<file path="config.mk">
export PLATFORM = sky130hd
export DESIGN_NAME = ueec_top
export DESIGN_NICKNAME = d
export VERILOG_FILES = /design/src/hw/ueec_rx.v /design/src/hw/ueec_top.v
export VERILOG_INCLUDE_DIRS = /design/src /design/src/hw
export SDC_FILE = /design/constraint.sdc
export NUM_CORES = 1
export LEC_CHECK = 0
export BUFFER_PORTS_ARGS = -buffer_cell sky130_fd_sc_hd__buf_2
export CELL_PAD_IN_SITES_DETAIL_PLACEMENT = 2
export CELL_PAD_IN_SITES_GLOBAL_PLACEMENT = 2
export CORE_UTILIZATION = 38
export DETAILED_ROUTE_END_ITERATION = 12
export PLACE_DENSITY_LB_ADDON = 0.25
export SYNTH_ARGS = -nofsm -noshare
export SYNTH_HDL_FRONTEND = slang
export SYNTH_SLANG_ARGS = --single-unit
</file>
<file path="constraint.sdc">
create_clock -name CLOCK -period 2.63 [get_ports CLOCK]
set_clock_uncertainty 0.2 [all_clocks]
set_input_delay 0.526 -clock CLOCK [delete_from_list [all_inputs] [get_ports CLOCK]]
set_output_delay 0.526 -clock CLOCK [all_outputs]
set_load 0.05 [all_outputs]
</file>
<file path="src/hw/ueec_regs.vh">
// constants shared by the serial unit and its receiver
// assumes one 20 MHz operating clock
`ifndef UEEC_REGS_VH
`define UEEC_REGS_VH

// parity select codes {high, low}
`define UEEC_PAR_NONE 2'h0
`define UEEC_PAR_ZERO 2'h1
`define UEEC_PAR_ODD 2'h2
`define UEEC_PAR_EVEN 2'h3

// error status bit positions
`define UEEC_ST_PARITY 2
`define UEEC_ST_FRAMING 1
`define UEEC_ST_OVERRUN 0
`define UEEC_ST_RESET 3'h0

// oversampling: 16 ticks a bit, start checked at tick 7
`define UEEC_OVS_LAST 4'hF
`define UEEC_OVS_MID 4'h7

// extra operating clocks between frames in continuous transmission
`define UEEC_CONT_GAP_CLKS 2'h2

// reset values
`define UEEC_TXBUF_RESET 8'h00
`define UEEC_RXBUF_RESET 8'hFF
`define UEEC_DIV_RESET 8'h00

`endif

</file>
<file path="src/hw/ueec_rx.v">
// receiver of the serial unit: start detect, data, parity, one stop bit
// assumes a 16x oversampling enable pulse from the top module
`timescale 1ns/1ns
`include "ueec_regs.vh"

module ueec_rx (
	// clock and reset
	input wire clk,
	input wire rst_n,
	// control
	input wire enable,
	input wire ovs_en,
	input wire char8,
	input wire [1:0] parity_mode,
	// line
	input wire rxd,
	// result
	output reg done,
	output reg [7:0] data,
	output reg parity_err,
	output reg framing_err
);

	localparam S_IDLE = 3'h0;
	localparam S_START = 3'h1;
	localparam S_DATA = 3'h2;
	localparam S_PAR = 3'h3;
	localparam S_STOP = 3'h4;

	reg [2:0] state_reg;
	reg [3:0] tick_reg;
	reg [2:0] bit_reg;
	reg [7:0] shift_reg;
	reg par_reg;
	wire [7:0] word = char8 ? shift_reg : {1'b0, shift_reg[7:1]};
	wire odd_ones = ^word ^ par_reg;
	wire sample = ovs_en && (tick_reg == `UEEC_OVS_LAST);

	always @(posedge clk or negedge rst_n) begin
		if (!rst_n) begin
			state_reg <= S_IDLE;
			tick_reg <= 4'h0;
			bit_reg <= 3'h0;
			shift_reg <= 8'h00;
			par_reg <= 1'b0;
			done <= 1'b0;
			data <= `UEEC_RXBUF_RESET;
			parity_err <= 1'b0;
			framing_err <= 1'b0;
		end else begin
			done <= 1'b0;
			if (ovs_en)
				tick_reg <= tick_reg + 4'h1;
			if (!enable) begin
				state_reg <= S_IDLE;
			end else begin
				case (state_reg)
				S_IDLE: begin
					// a low level, not an edge, starts reception
					if (!rxd) begin
						state_reg <= S_START;
						tick_reg <= 4'h0;
					end
				end
				S_START: begin
					if (ovs_en && tick_reg == `UEEC_OVS_MID) begin
						tick_reg <= 4'h0;
						bit_reg <= 3'h0;
						state_reg <= rxd ? S_IDLE : S_DATA;
					end
				end
				S_DATA: begin
					if (sample) begin
						shift_reg <= {rxd, shift_reg[7:1]};
						bit_reg <= bit_reg + 3'h1;
						if (bit_reg == (char8 ? 3'h7 : 3'h6))
							state_reg <= (parity_mode == `UEEC_PAR_NONE) ? S_STOP : S_PAR;
					end
				end
				S_PAR: begin
					if (sample) begin
						par_reg <= rxd;
						state_reg <= S_STOP;
					end
				end
				S_STOP: begin
					// only the first stop position is checked
					if (sample) begin
						done <= 1'b1;
						data <= word;
						framing_err <= ~rxd;
						parity_err <= (parity_mode == `UEEC_PAR_ODD) ? ~odd_ones :
							(parity_mode == `UEEC_PAR_EVEN) ? odd_ones : 1'b0;
						state_reg <= S_IDLE;
					end
				end
				default: state_reg <= S_IDLE;
				endcase
			end
		end
	end

endmodule

</file>
<file path="src/hw/ueec_top.v">
// serial transmit/receive unit with enable ordering and error control
// assumes control bits arrive as plain ports synchronous to CLOCK
//
// Overview of operation
// - enabling reception with the input low starts a reception at once.
// - receiver always expects one stop bit; stop length affects transmit only.
// - parity error flag follows the configured parity mode.
// - framing error checks only the first stop bit position.
// - on overrun the new character is dropped, buffer kept.
// - reading error status inserts one wait cycle before data.
// - a write while the buffer full flag is high overwrites the pending byte.
// - continuous transmission adds two operating clocks between frames.
`timescale 1ns/1ns
`include "ueec_regs.vh"

module ueec_top (
	// clock and reset
	input wire CLOCK,
	input wire RSTN,
	// control bits
	input wire UNIT_POWER_ENABLE,
	input wire TRANSMIT_ENABLE_BIT,
	input wire RECEIVE_ENABLE_BIT,
	input wire PARITY_SELECT_HIGH,
	input wire PARITY_SELECT_LOW,
	input wire CHAR_LENGTH_8,
	input wire STOP_LENGTH_SELECT,
	input wire ERROR_INTERRUPT_ROUTING,
	input wire [7:0] BAUD_DIVISOR,
	// transmit buffer
	input wire TX_WRITE,
	input wire [7:0] TRANSMIT_BUFFER,
	output wire TX_BUFFER_FULL_FLAG,
	output wire TX_SHIFT_BUSY_FLAG,
	output reg TX_COMPLETE_IRQ,
	// receive buffer
	input wire RX_BUFFER_READ,
	output reg [7:0] RECEIVE_BUFFER,
	output reg RX_COMPLETE_IRQ,
	output reg RX_ERROR_IRQ,
	// error status read
	input wire ERR_READ_REQ,
	output reg ERR_READ_WAIT,
	output reg ERR_READ_ACK,
	output reg [2:0] RX_ERROR_STATUS_REG,
	// serial line
	input wire SERIAL_RECEIVE_INPUT,
	output reg SERIAL_TRANSMIT_OUTPUT
);

	localparam T_IDLE = 3'h0;
	localparam T_START = 3'h1;
	localparam T_DATA = 3'h2;
	localparam T_PAR = 3'h3;
	localparam T_STOP = 3'h4;
	localparam T_GAP = 3'h5;

	// parity bit to send for a word in a given mode
	function par_bit;
		input [1:0] mode;
		input [7:0] word;
		begin
			case (mode)
			`UEEC_PAR_ODD: par_bit = ~^word;
			`UEEC_PAR_EVEN: par_bit = ^word;
			default: par_bit = 1'b0;
			endcase
		end
	endfunction

	wire [1:0] parity_mode = {PARITY_SELECT_HIGH, PARITY_SELECT_LOW};
	wire tx_on = UNIT_POWER_ENABLE & TRANSMIT_ENABLE_BIT;
	wire rx_on = UNIT_POWER_ENABLE & RECEIVE_ENABLE_BIT;

	//****************************************
	// oversampling divider
	//****************************************
	reg [7:0] div_reg;
	reg ovs_en;

	always @(posedge CLOCK or negedge RSTN) begin
		if (!RSTN) begin
			div_reg <= `UEEC_DIV_RESET;
			ovs_en <= 1'b0;
		end else if (!UNIT_POWER_ENABLE) begin
			div_reg <= `UEEC_DIV_RESET;
			ovs_en <= 1'b0;
		end else begin
			ovs_en <= (div_reg == 8'h00);
			div_reg <= (div_reg == 8'h00) ? BAUD_DIVISOR : div_reg - 8'h01;
		end
	end

	//****************************************
	// transmitter
	//****************************************
	reg [2:0] tstate_reg;
	reg [3:0] ttick_reg;
	reg [2:0] tbit_reg;
	reg [7:0] tshift_reg;
	reg [7:0] tbuf_reg;
	reg tfull_reg;
	reg tpar_reg;
	reg stop2_reg;
	reg [1:0] gap_reg;
	wire tbit_end = ovs_en && (ttick_reg == `UEEC_OVS_LAST);
	wire tload = tfull_reg && (tstate_reg == T_IDLE || (tstate_reg == T_GAP && gap_reg == 2'h1));
	wire [7:0] tword = CHAR_LENGTH_8 ? tbuf_reg : {1'b0, tbuf_reg[6:0]};

	assign TX_BUFFER_FULL_FLAG = tfull_reg;
	assign TX_SHIFT_BUSY_FLAG = (tstate_reg != T_IDLE);

	always @(posedge CLOCK or negedge RSTN) begin
		if (!RSTN) begin
			tstate_reg <= T_IDLE;
			ttick_reg <= 4'h0;
			tbit_reg <= 3'h0;
			tshift_reg <= 8'h00;
			tbuf_reg <= `UEEC_TXBUF_RESET;
			tfull_reg <= 1'b0;
			tpar_reg <= 1'b0;
			stop2_reg <= 1'b0;
			gap_reg <= 2'h0;
			TX_COMPLETE_IRQ <= 1'b0;
			SERIAL_TRANSMIT_OUTPUT <= 1'b1;
		end else if (!tx_on) begin
			tstate_reg <= T_IDLE;
			tfull_reg <= 1'b0;
			TX_COMPLETE_IRQ <= 1'b0;
			SERIAL_TRANSMIT_OUTPUT <= 1'b1;
		end else begin
			TX_COMPLETE_IRQ <= 1'b0;
			if (ovs_en)
				ttick_reg <= ttick_reg + 4'h1;
			// a write while full overwrites the pending byte
			if (TX_WRITE) begin
				tbuf_reg <= TRANSMIT_BUFFER;
				tfull_reg <= 1'b1;
			end else if (tload) begin
				tfull_reg <= 1'b0;
			end
			if (tload) begin
				tshift_reg <= tword;
				tpar_reg <= par_bit(parity_mode, tword);
				tstate_reg <= T_START;
				ttick_reg <= 4'h0;
				SERIAL_TRANSMIT_OUTPUT <= 1'b0;
			end else begin
				case (tstate_reg)
				T_IDLE: SERIAL_TRANSMIT_OUTPUT <= 1'b1;
				T_START: begin
					if (tbit_end) begin
						tstate_reg <= T_DATA;
						tbit_reg <= 3'h0;
						SERIAL_TRANSMIT_OUTPUT <= tshift_reg[0];
						tshift_reg <= {1'b0, tshift_reg[7:1]};
					end
				end
				T_DATA: begin
					if (tbit_end) begin
						tbit_reg <= tbit_reg + 3'h1;
						if (tbit_reg == (CHAR_LENGTH_8 ? 3'h7 : 3'h6)) begin
							stop2_reg <= STOP_LENGTH_SELECT;
							if (parity_mode == `UEEC_PAR_NONE) begin
								tstate_reg <= T_STOP;
								SERIAL_TRANSMIT_OUTPUT <= 1'b1;
							end else begin
								tstate_reg <= T_PAR;
								SERIAL_TRANSMIT_OUTPUT <= tpar_reg;
							end
						end else begin
							SERIAL_TRANSMIT_OUTPUT <= tshift_reg[0];
							tshift_reg <= {1'b0, tshift_reg[7:1]};
						end
					end
				end
				T_PAR: begin
					if (tbit_end) begin
						tstate_reg <= T_STOP;
						SERIAL_TRANSMIT_OUTPUT <= 1'b1;
					end
				end
				T_STOP: begin
					if (tbit_end) begin
						if (stop2_reg) begin
							stop2_reg <= 1'b0;
						end else if (tfull_reg) begin
							tstate_reg <= T_GAP;
							gap_reg <= `UEEC_CONT_GAP_CLKS;
						end else begin
							tstate_reg <= T_IDLE;
							TX_COMPLETE_IRQ <= 1'b1;
						end
					end
				end
				T_GAP: gap_reg <= gap_reg - 2'h1;
				default: tstate_reg <= T_IDLE;
				endcase
			end
		end
	end

	//****************************************
	// receiver, buffer and error flags
	//****************************************
	wire rx_done;
	wire [7:0] rx_data;
	wire rx_perr;
	wire rx_ferr;
	reg rfull_reg;
	reg [2:0] status_reg;
	reg [2:0] status_next;
	wire overrun = rx_done && rfull_reg && !RX_BUFFER_READ;
	wire any_err = rx_done && (rx_perr || rx_ferr || overrun);

	ueec_rx u_rx (
		.clk(CLOCK),
		.rst_n(RSTN),
		.enable(rx_on),
		.ovs_en(ovs_en),
		.char8(CHAR_LENGTH_8),
		.parity_mode(parity_mode),
		.rxd(SERIAL_RECEIVE_INPUT),
		.done(rx_done),
		.data(rx_data),
		.parity_err(rx_perr),
		.framing_err(rx_ferr)
	);

	// read clears the flags; a new error in the same cycle wins
	always @* begin
		status_next = ERR_READ_WAIT ? `UEEC_ST_RESET : status_reg;
		if (rx_done) begin
			status_next[`UEEC_ST_PARITY] = status_next[`UEEC_ST_PARITY] | rx_perr;
			status_next[`UEEC_ST_FRAMING] = status_next[`UEEC_ST_FRAMING] | rx_ferr;
			status_next[`UEEC_ST_OVERRUN] = status_next[`UEEC_ST_OVERRUN] | overrun;
		end
	end

	always @(posedge CLOCK or negedge RSTN) begin
		if (!RSTN) begin
			rfull_reg <= 1'b0;
			status_reg <= `UEEC_ST_RESET;
			RECEIVE_BUFFER <= `UEEC_RXBUF_RESET;
			RX_COMPLETE_IRQ <= 1'b0;
			RX_ERROR_IRQ <= 1'b0;
			ERR_READ_WAIT <= 1'b0;
			ERR_READ_ACK <= 1'b0;
			RX_ERROR_STATUS_REG <= `UEEC_ST_RESET;
		end else if (!UNIT_POWER_ENABLE) begin
			rfull_reg <= 1'b0;
			status_reg <= `UEEC_ST_RESET;
			RX_COMPLETE_IRQ <= 1'b0;
			RX_ERROR_IRQ <= 1'b0;
			ERR_READ_WAIT <= 1'b0;
			ERR_READ_ACK <= 1'b0;
		end else begin
			status_reg <= status_next;
			// overrun drops the character and keeps the buffer
			if (rx_done && !overrun) begin
				RECEIVE_BUFFER <= rx_data;
				rfull_reg <= 1'b1;
			end else if (RX_BUFFER_READ) begin
				rfull_reg <= 1'b0;
			end
			RX_COMPLETE_IRQ <= rx_done && (!any_err || ERROR_INTERRUPT_ROUTING);
			RX_ERROR_IRQ <= any_err && !ERROR_INTERRUPT_ROUTING;
			// one wait cycle, then data with acknowledge
			ERR_READ_WAIT <= ERR_READ_REQ && !ERR_READ_WAIT && !ERR_READ_ACK;
			ERR_READ_ACK <= ERR_READ_WAIT;
			if (ERR_READ_WAIT)
				RX_ERROR_STATUS_REG <= status_reg;
		end
	end

endmodule

</file>
After elaboration in Yosys (flattened, before gate mapping)
Cells that the tools add are included. Widths: inputs -> output; s select.

Add/sub/neg operators: 6. Multiply operators: 0. Div/mod/pow operators: 0. Magnitude comparators: 0. Equal/unequal tests: 44. Shift operators: 0. Multiplexer cells: 85. Bitwise logic cells: 9. Reduce and logical (&&, ||, !) cells: 54.

Operator list (count): $mux 3 (24); $mux 8 (8); $mux 1 (33); $pmux 3 s5 (2); $ne 3x3->1 const B (9); $mux 4 (6); $ne 4x4->1 const B (6); $reduce_and 6->1 (3); $pmux 8 s2 (1); $reduce_xor 8->1 (2); $logic_and 1x1->1 (13); $eq 3x2->1 const B (4); $ne 2x2->1 const B (6); $pmux 3 s2 (2); $reduce_and 2->1 (5); $reduce_and 5->1 (2); $reduce_bool 2->1 (5); $eq 3x3->1 const B (3); $reduce_and 3->1 (3); $add 4x1->4 const B (2); $eq 4x4->1 const B (2); $logic_not 8->1 (1); $mux 2 (4); $pmux 4 s2 (1); other kinds (28) (51).

Flip-flop bits (word level): 91. Bits in latches: 0. Bits in writable memories: 0. Memory bits (read-only): 0. Input port bits: 30. Output and inout bits: 19. Logic and storage cells: 228. Memories kept: 0.

Logic depth before layout (Yosys ltp)
Word-level depth: 8. Mapped depth: 8. Depth with buffers taken out: 7.

By module
Synthesis repeated with hierarchy kept, for this count alone.

Cell total of the unflattened synthesis: 422. Area total of the unflattened synthesis: 4698.3 sq um.

By module, submodules not included: ueec_top (instances 1, cells an instance 269, area an instance 3074.2 sq um, sequential area each 1537.7 sq um); ueec_rx (instances 1, cells an instance 153, area an instance 1624.1 sq um, sequential area each 760.7 sq um).

Worst setup path before layout
OpenSTA, ideal clock, no wires.

Path type: in2reg. From: input port UNIT_POWER_ENABLE. To: register u_rx.shift_reg[7]. Setup time: 0.125 ns. Arrival: 1.756 ns. Data required time: 2.305 ns. Path slack: 0.549 ns. Cell stages on the path: 5. Path buffers: 2. Path through: buf_2 -> nand2_1 -> nor4_1 -> buf_2 -> mux2_2.

Longest elaborated chain between the ends: 2.

RTL lines: start, declared (RTL line ueec_top.v:21) `input wire UNIT_POWER_ENABLE,`; $and 1x1->1 (RTL line ueec_top.v:73) `wire rx_on = UNIT_POWER_ENABLE & RECEIVE_ENABLE_BIT;`; $reduce_and 3->1 (no source line); end signal, assigned (RTL line ueec_rx.v:74) `shift_reg <= {rxd, shift_reg[7:1]};`; end, declared (RTL line ueec_rx.v:33) `reg [7:0] shift_reg;`.

No other way between the ends. A chain may end at the register's enable or synchronous reset.

Final worst setup path
From: register tstate_reg[0]. To: register gap_reg[1].

Longest elaborated chain between the ends: 6. Elaborated cells on any way between the ends: 13. Those cells by class: eq/ne: 5; mux: 1; bitwise: 1; reduce/logical: 6.

RTL lines: start, declared (RTL line ueec_top.v:97) `reg [2:0] tstate_reg;`; start signal, assigned (RTL line ueec_top.v:115) `tstate_reg <= T_IDLE;`; start signal, assigned (RTL line ueec_top.v:127) `tstate_reg <= T_IDLE;`; start signal, assigned (RTL line ueec_top.v:145) `tstate_reg <= T_START;`; $eq 3x3->1 (RTL line ueec_top.v:107, ueec_top.v:149); $logic_and 1x1->1 (RTL line ueec_top.v:107) `wire tload = tfull_reg && (tstate_reg == T_IDLE || (tstate_reg == T_GAP && gap_reg == 2'h1));`; $logic_or 1x1->1 (RTL line ueec_top.v:107); $logic_and 1x1->1 (RTL line ueec_top.v:107); $not 1->1 (no source line); $reduce_and 6->1 (no source line); end signal, assigned (RTL line ueec_top.v:189) `` gap_reg <= `UEEC_CONT_GAP_CLKS; ``; end signal, assigned (RTL line ueec_top.v:196) `T_GAP: gap_reg <= gap_reg - 2'h1;`; end, declared (RTL line ueec_top.v:105) `reg [1:0] gap_reg;`.

Several ways; a longest one is shown, not always the timed one.

==> results.toml <==
[synthesis]
synth_compound_area_share_pct = 12.5
yosys.area_share.simple_pct = 17.2
synthTopCellsByCount = "74 x dfrtp_1, 47 x nand2_1, 47 x nor2_1"
synth_ff_type = "dfrtp_1"
syn_area_mm2 = 0.00459
syn_inst = 436
ys.warnings.count = 0
synth.most_common_cell = "dfrtp_1"
synthAdderAreaFrac_pct = 1.91
synth.avg_cell_area_um2 = 10.5
synth.area.top_cells = "dfrtp_1 40%, dfstp_2 9.7%, mux2_2 7.1%"
synth-seq-cells = 91
netlist.top_cell.by_area = "dfrtp_1"
synthArstFlopShare_pct = 100
synthXorXnorAreaFrac_pct = 5.45
seq_area_frac_synth_pct = 50.0
synth_top_family_by_area = "simple AND/OR/NAND/NOR gates"
synth_cell_types = 70
synth_nets = 473
synth_edf_count = 0
yosysTopAreaCellShare_pct = 40.3
synthMuxAreaShare_pct = 9.75

[timing]
fin_crit_sh_pct = 86.2
fin_setup_tns_ns = 0
maxSlewHeadroom_pct = 53.8
setup_viol_count_final = 0
period_minus_slack_ns = 2.27
finalHoldViolCount = 0
max_freq_ghz = 0.441
worst_slew_pin_slew_ns = 0.692
maxSlewViolCount = 0
rsz0062_at_grt = "no"

[clock_network]
clkTransAtPathRegs_ns = 0.07
clock_latency_ns = 0.34
clk_path_buf_depth = 2
cts_buffers = 9
ctsRootBufferMaster = "clkbuf_16"
cts_tree = "built"
htree_num_levels = 3
cts_resized = 0
clkSinkCount = 91

[power_and_ir_drop]
p_comb_share_pct = 18.5
power.share.clock_pct = 36.1
p_per_area_mw_per_mm2 = 714
swShare_pct = 28.9
leakage_nw = 2.36
p_int_mw = 2.70
peakVddDrop_mv = 0.290
p_switching_mw = 1.10
p_seq_share_pct = 45.4

[cells_and_area]
layout-drive-gt1-share_pct = 26.8
antenna_cells = 0
fin_util_pct = 45.8
register_area_mm2 = 0.00230
nets = 521
fillers = 1202
multi_input_area_mm2 = 0.00215
syn_to_final_growth_pct = 15.7

[route]
viasPerCell = 5.42
post_drt_wl_per_cell_um = 18.2
routed_wl_um = 11500
vias = 3428
first_pass_iters = 8
drt_iter0_drc = 102
drcViolationCount = 4
final_antenna_net_count = 0

[setup_path]
reg2reg_depth = 5
end_kind = "flip-flop"
crit_path_start_kind = "flip-flop"
critPathRequiredTime_ns = 2.66
cp.arrival_ns = 2.29
crit_path_max_fanout = 14
path_class = "reg -> reg"

[global_route]
grt_pass1_vias = 3791
grtUsageMet1_pct = 25.7
grt_pass1_wl_um = 19700
track_usage_pct = 20.1
grt_max_degree = 40
grt_overflow = 0
antenna_found_initial = 0
met2_usage_pct = 34.6
top_usage_layer = "met2"
grt_util_met3_pct = 2.99

[floorplan]
die_h_um = 112
die_area_mm2 = 0.0125
rows = 39
io_pins = 49
die_w_um = 112
core_mm2 = 0.0116
start_util_pct = 39.6

[placed_design]
io_buffers = 48
routabilityCongestion = 0.826
place_hpwl_um = 8160

[status]
status = "finished, violations left"
violations = "design-rule violations"

[min_path]
hp-class = "in -> reg"
whs_path_depth = 2

[job]
maxCapViolCount = 0
-- what timing repair did --
action                    CTS  global route
hold endpoints to repair   21             0
buffers inserted            0             0
hold buffers                1             0
-- power groups by stage --
stage,Sequential (mW),Clock (mW),Combinational (mW)
finish,1.72,1.37,0.702
global route,1.75,1.44,0.791
CTS,1.73,1.41,0.717
detailed placement,1.74,0,0.703
global placement,1.73,0,0.659
floorplan,1.70,0,0.531
-- cell usage in the layout, fill, tap and decap left out, types with 2 or more instances in the layout --
master / Yosys / layout
nor3_1: 9 / 9
o21ai_0: 12 / 12
a21o_1: 2 / 2
nand2_1: 47 / 47
a211o_1: 2 / 2
buf_2: 11 / 47
mux2_2: 29 / 29
o31ai_1: 2 / 2
o21ai_1: 13 / 13
nor3b_1: 2 / 2
a211oi_1: 7 / 7
nand3b_1: 3 / 3
mux2i_1: 11 / 11
and2_1: 4 / 4
and3_1: 2 / 2
or3_1: 3 / 3
nand3_1: 8 / 8
a22oi_1: 3 / 3
nand4_1: 2 / 2
dfrtp_1: 74 / 74
nor2b_1: 7 / 7
clkbuf_8: 0 / 3
clkbuf_16: 0 / 9
xnor2_1: 18 / 18
buf_4: 2 / 8
dfstp_2: 17 / 17
xor2_1: 8 / 8
o22ai_1: 2 / 2
nor2_1: 47 / 47
inv_1: 12 / 12
o211ai_1: 4 / 4
a21oi_1: 12 / 12
nand2b_1: 3 / 3
ha_1: 7 / 7
nor4_1: 5 / 4
a31oi_1: 6 / 6
-- logic make-up after synthesis --
family,count (synthesis)
flops,91
compound gates,82
simple gates,156
xor+xnor,27
mux,41
fa+ha+maj,7
buf+inv,32
-- per-stage QoR --
stage / instances / instance area, um^2 / worst slack [ns] / hold WS (ns) / power (mW)
final: 632 / 5320 / 0.363 / 0.155 / 3.80
after global routing: 632 / 5320 / 0.133 / 0.172 / 3.98
after CTS: 632 / 5320 / 0.320 / 0.151 / 3.85
after detailed placement: 615 / 4990 / 0.328 / 0.220 / 2.45
after global placement: 615 / 4990 / 0.409 / 0.210 / 2.39
after floorplan: 436 / 4590 / 0.549 / 0.0304 / 2.23
-- path summary, 6_finish.rpt --
kind,startpoint,endpoint,slack [ns]
worst min-delay path,ERROR_INTERRUPT_ROUTING,RX_ERROR_IRQ,0.15
max in group asynchronous,RSTN,SERIAL_TRANSMIT_OUTPUT,1.04
worst max-delay path,tstate_reg[0],gap_reg[1],0.36
worst max register to register,tstate_reg[0],gap_reg[1],0.36
worst min register to register,ERR_READ_ACK,ERR_READ_WAIT,0.23
min in group asynchronous,RSTN,div_reg[0],0.51
-- routing by layer --
| metal | vias to the layer above | wire length, um |
|---|---|---|
| met4 | 0 | 171 |
| met1 | 1733 | 5270 |
| li1 | 1631 | - |
| met5 | - | 0 |
| met3 | 13 | 321 |
| met2 | 51 | 5770 |
-- worst max-delay path, stage by stage (launching register included) --
cell and delay (ns):
dfrtp_1 0.56, and3_1 0.27, o21a_1 0.37, nor2_1 0.35, nand3_1 0.16, o22a_1 0.24
-- cell type report --
| class | count | share of cell area [%] |
|---|---|---|
| clock buffer | 13 | 5.08 |
| clock inverter | 3 | 0.824 |
| inverter | 12 | 0.847 |
| multi-input combinational | 313 | 40.5 |
| sequential | 91 | 43.2 |
| tap | 143 | 3.37 |
| timing repair buffer | 57 | 6.12 |
Note: power is estimated with default switching activity, not from simulation.
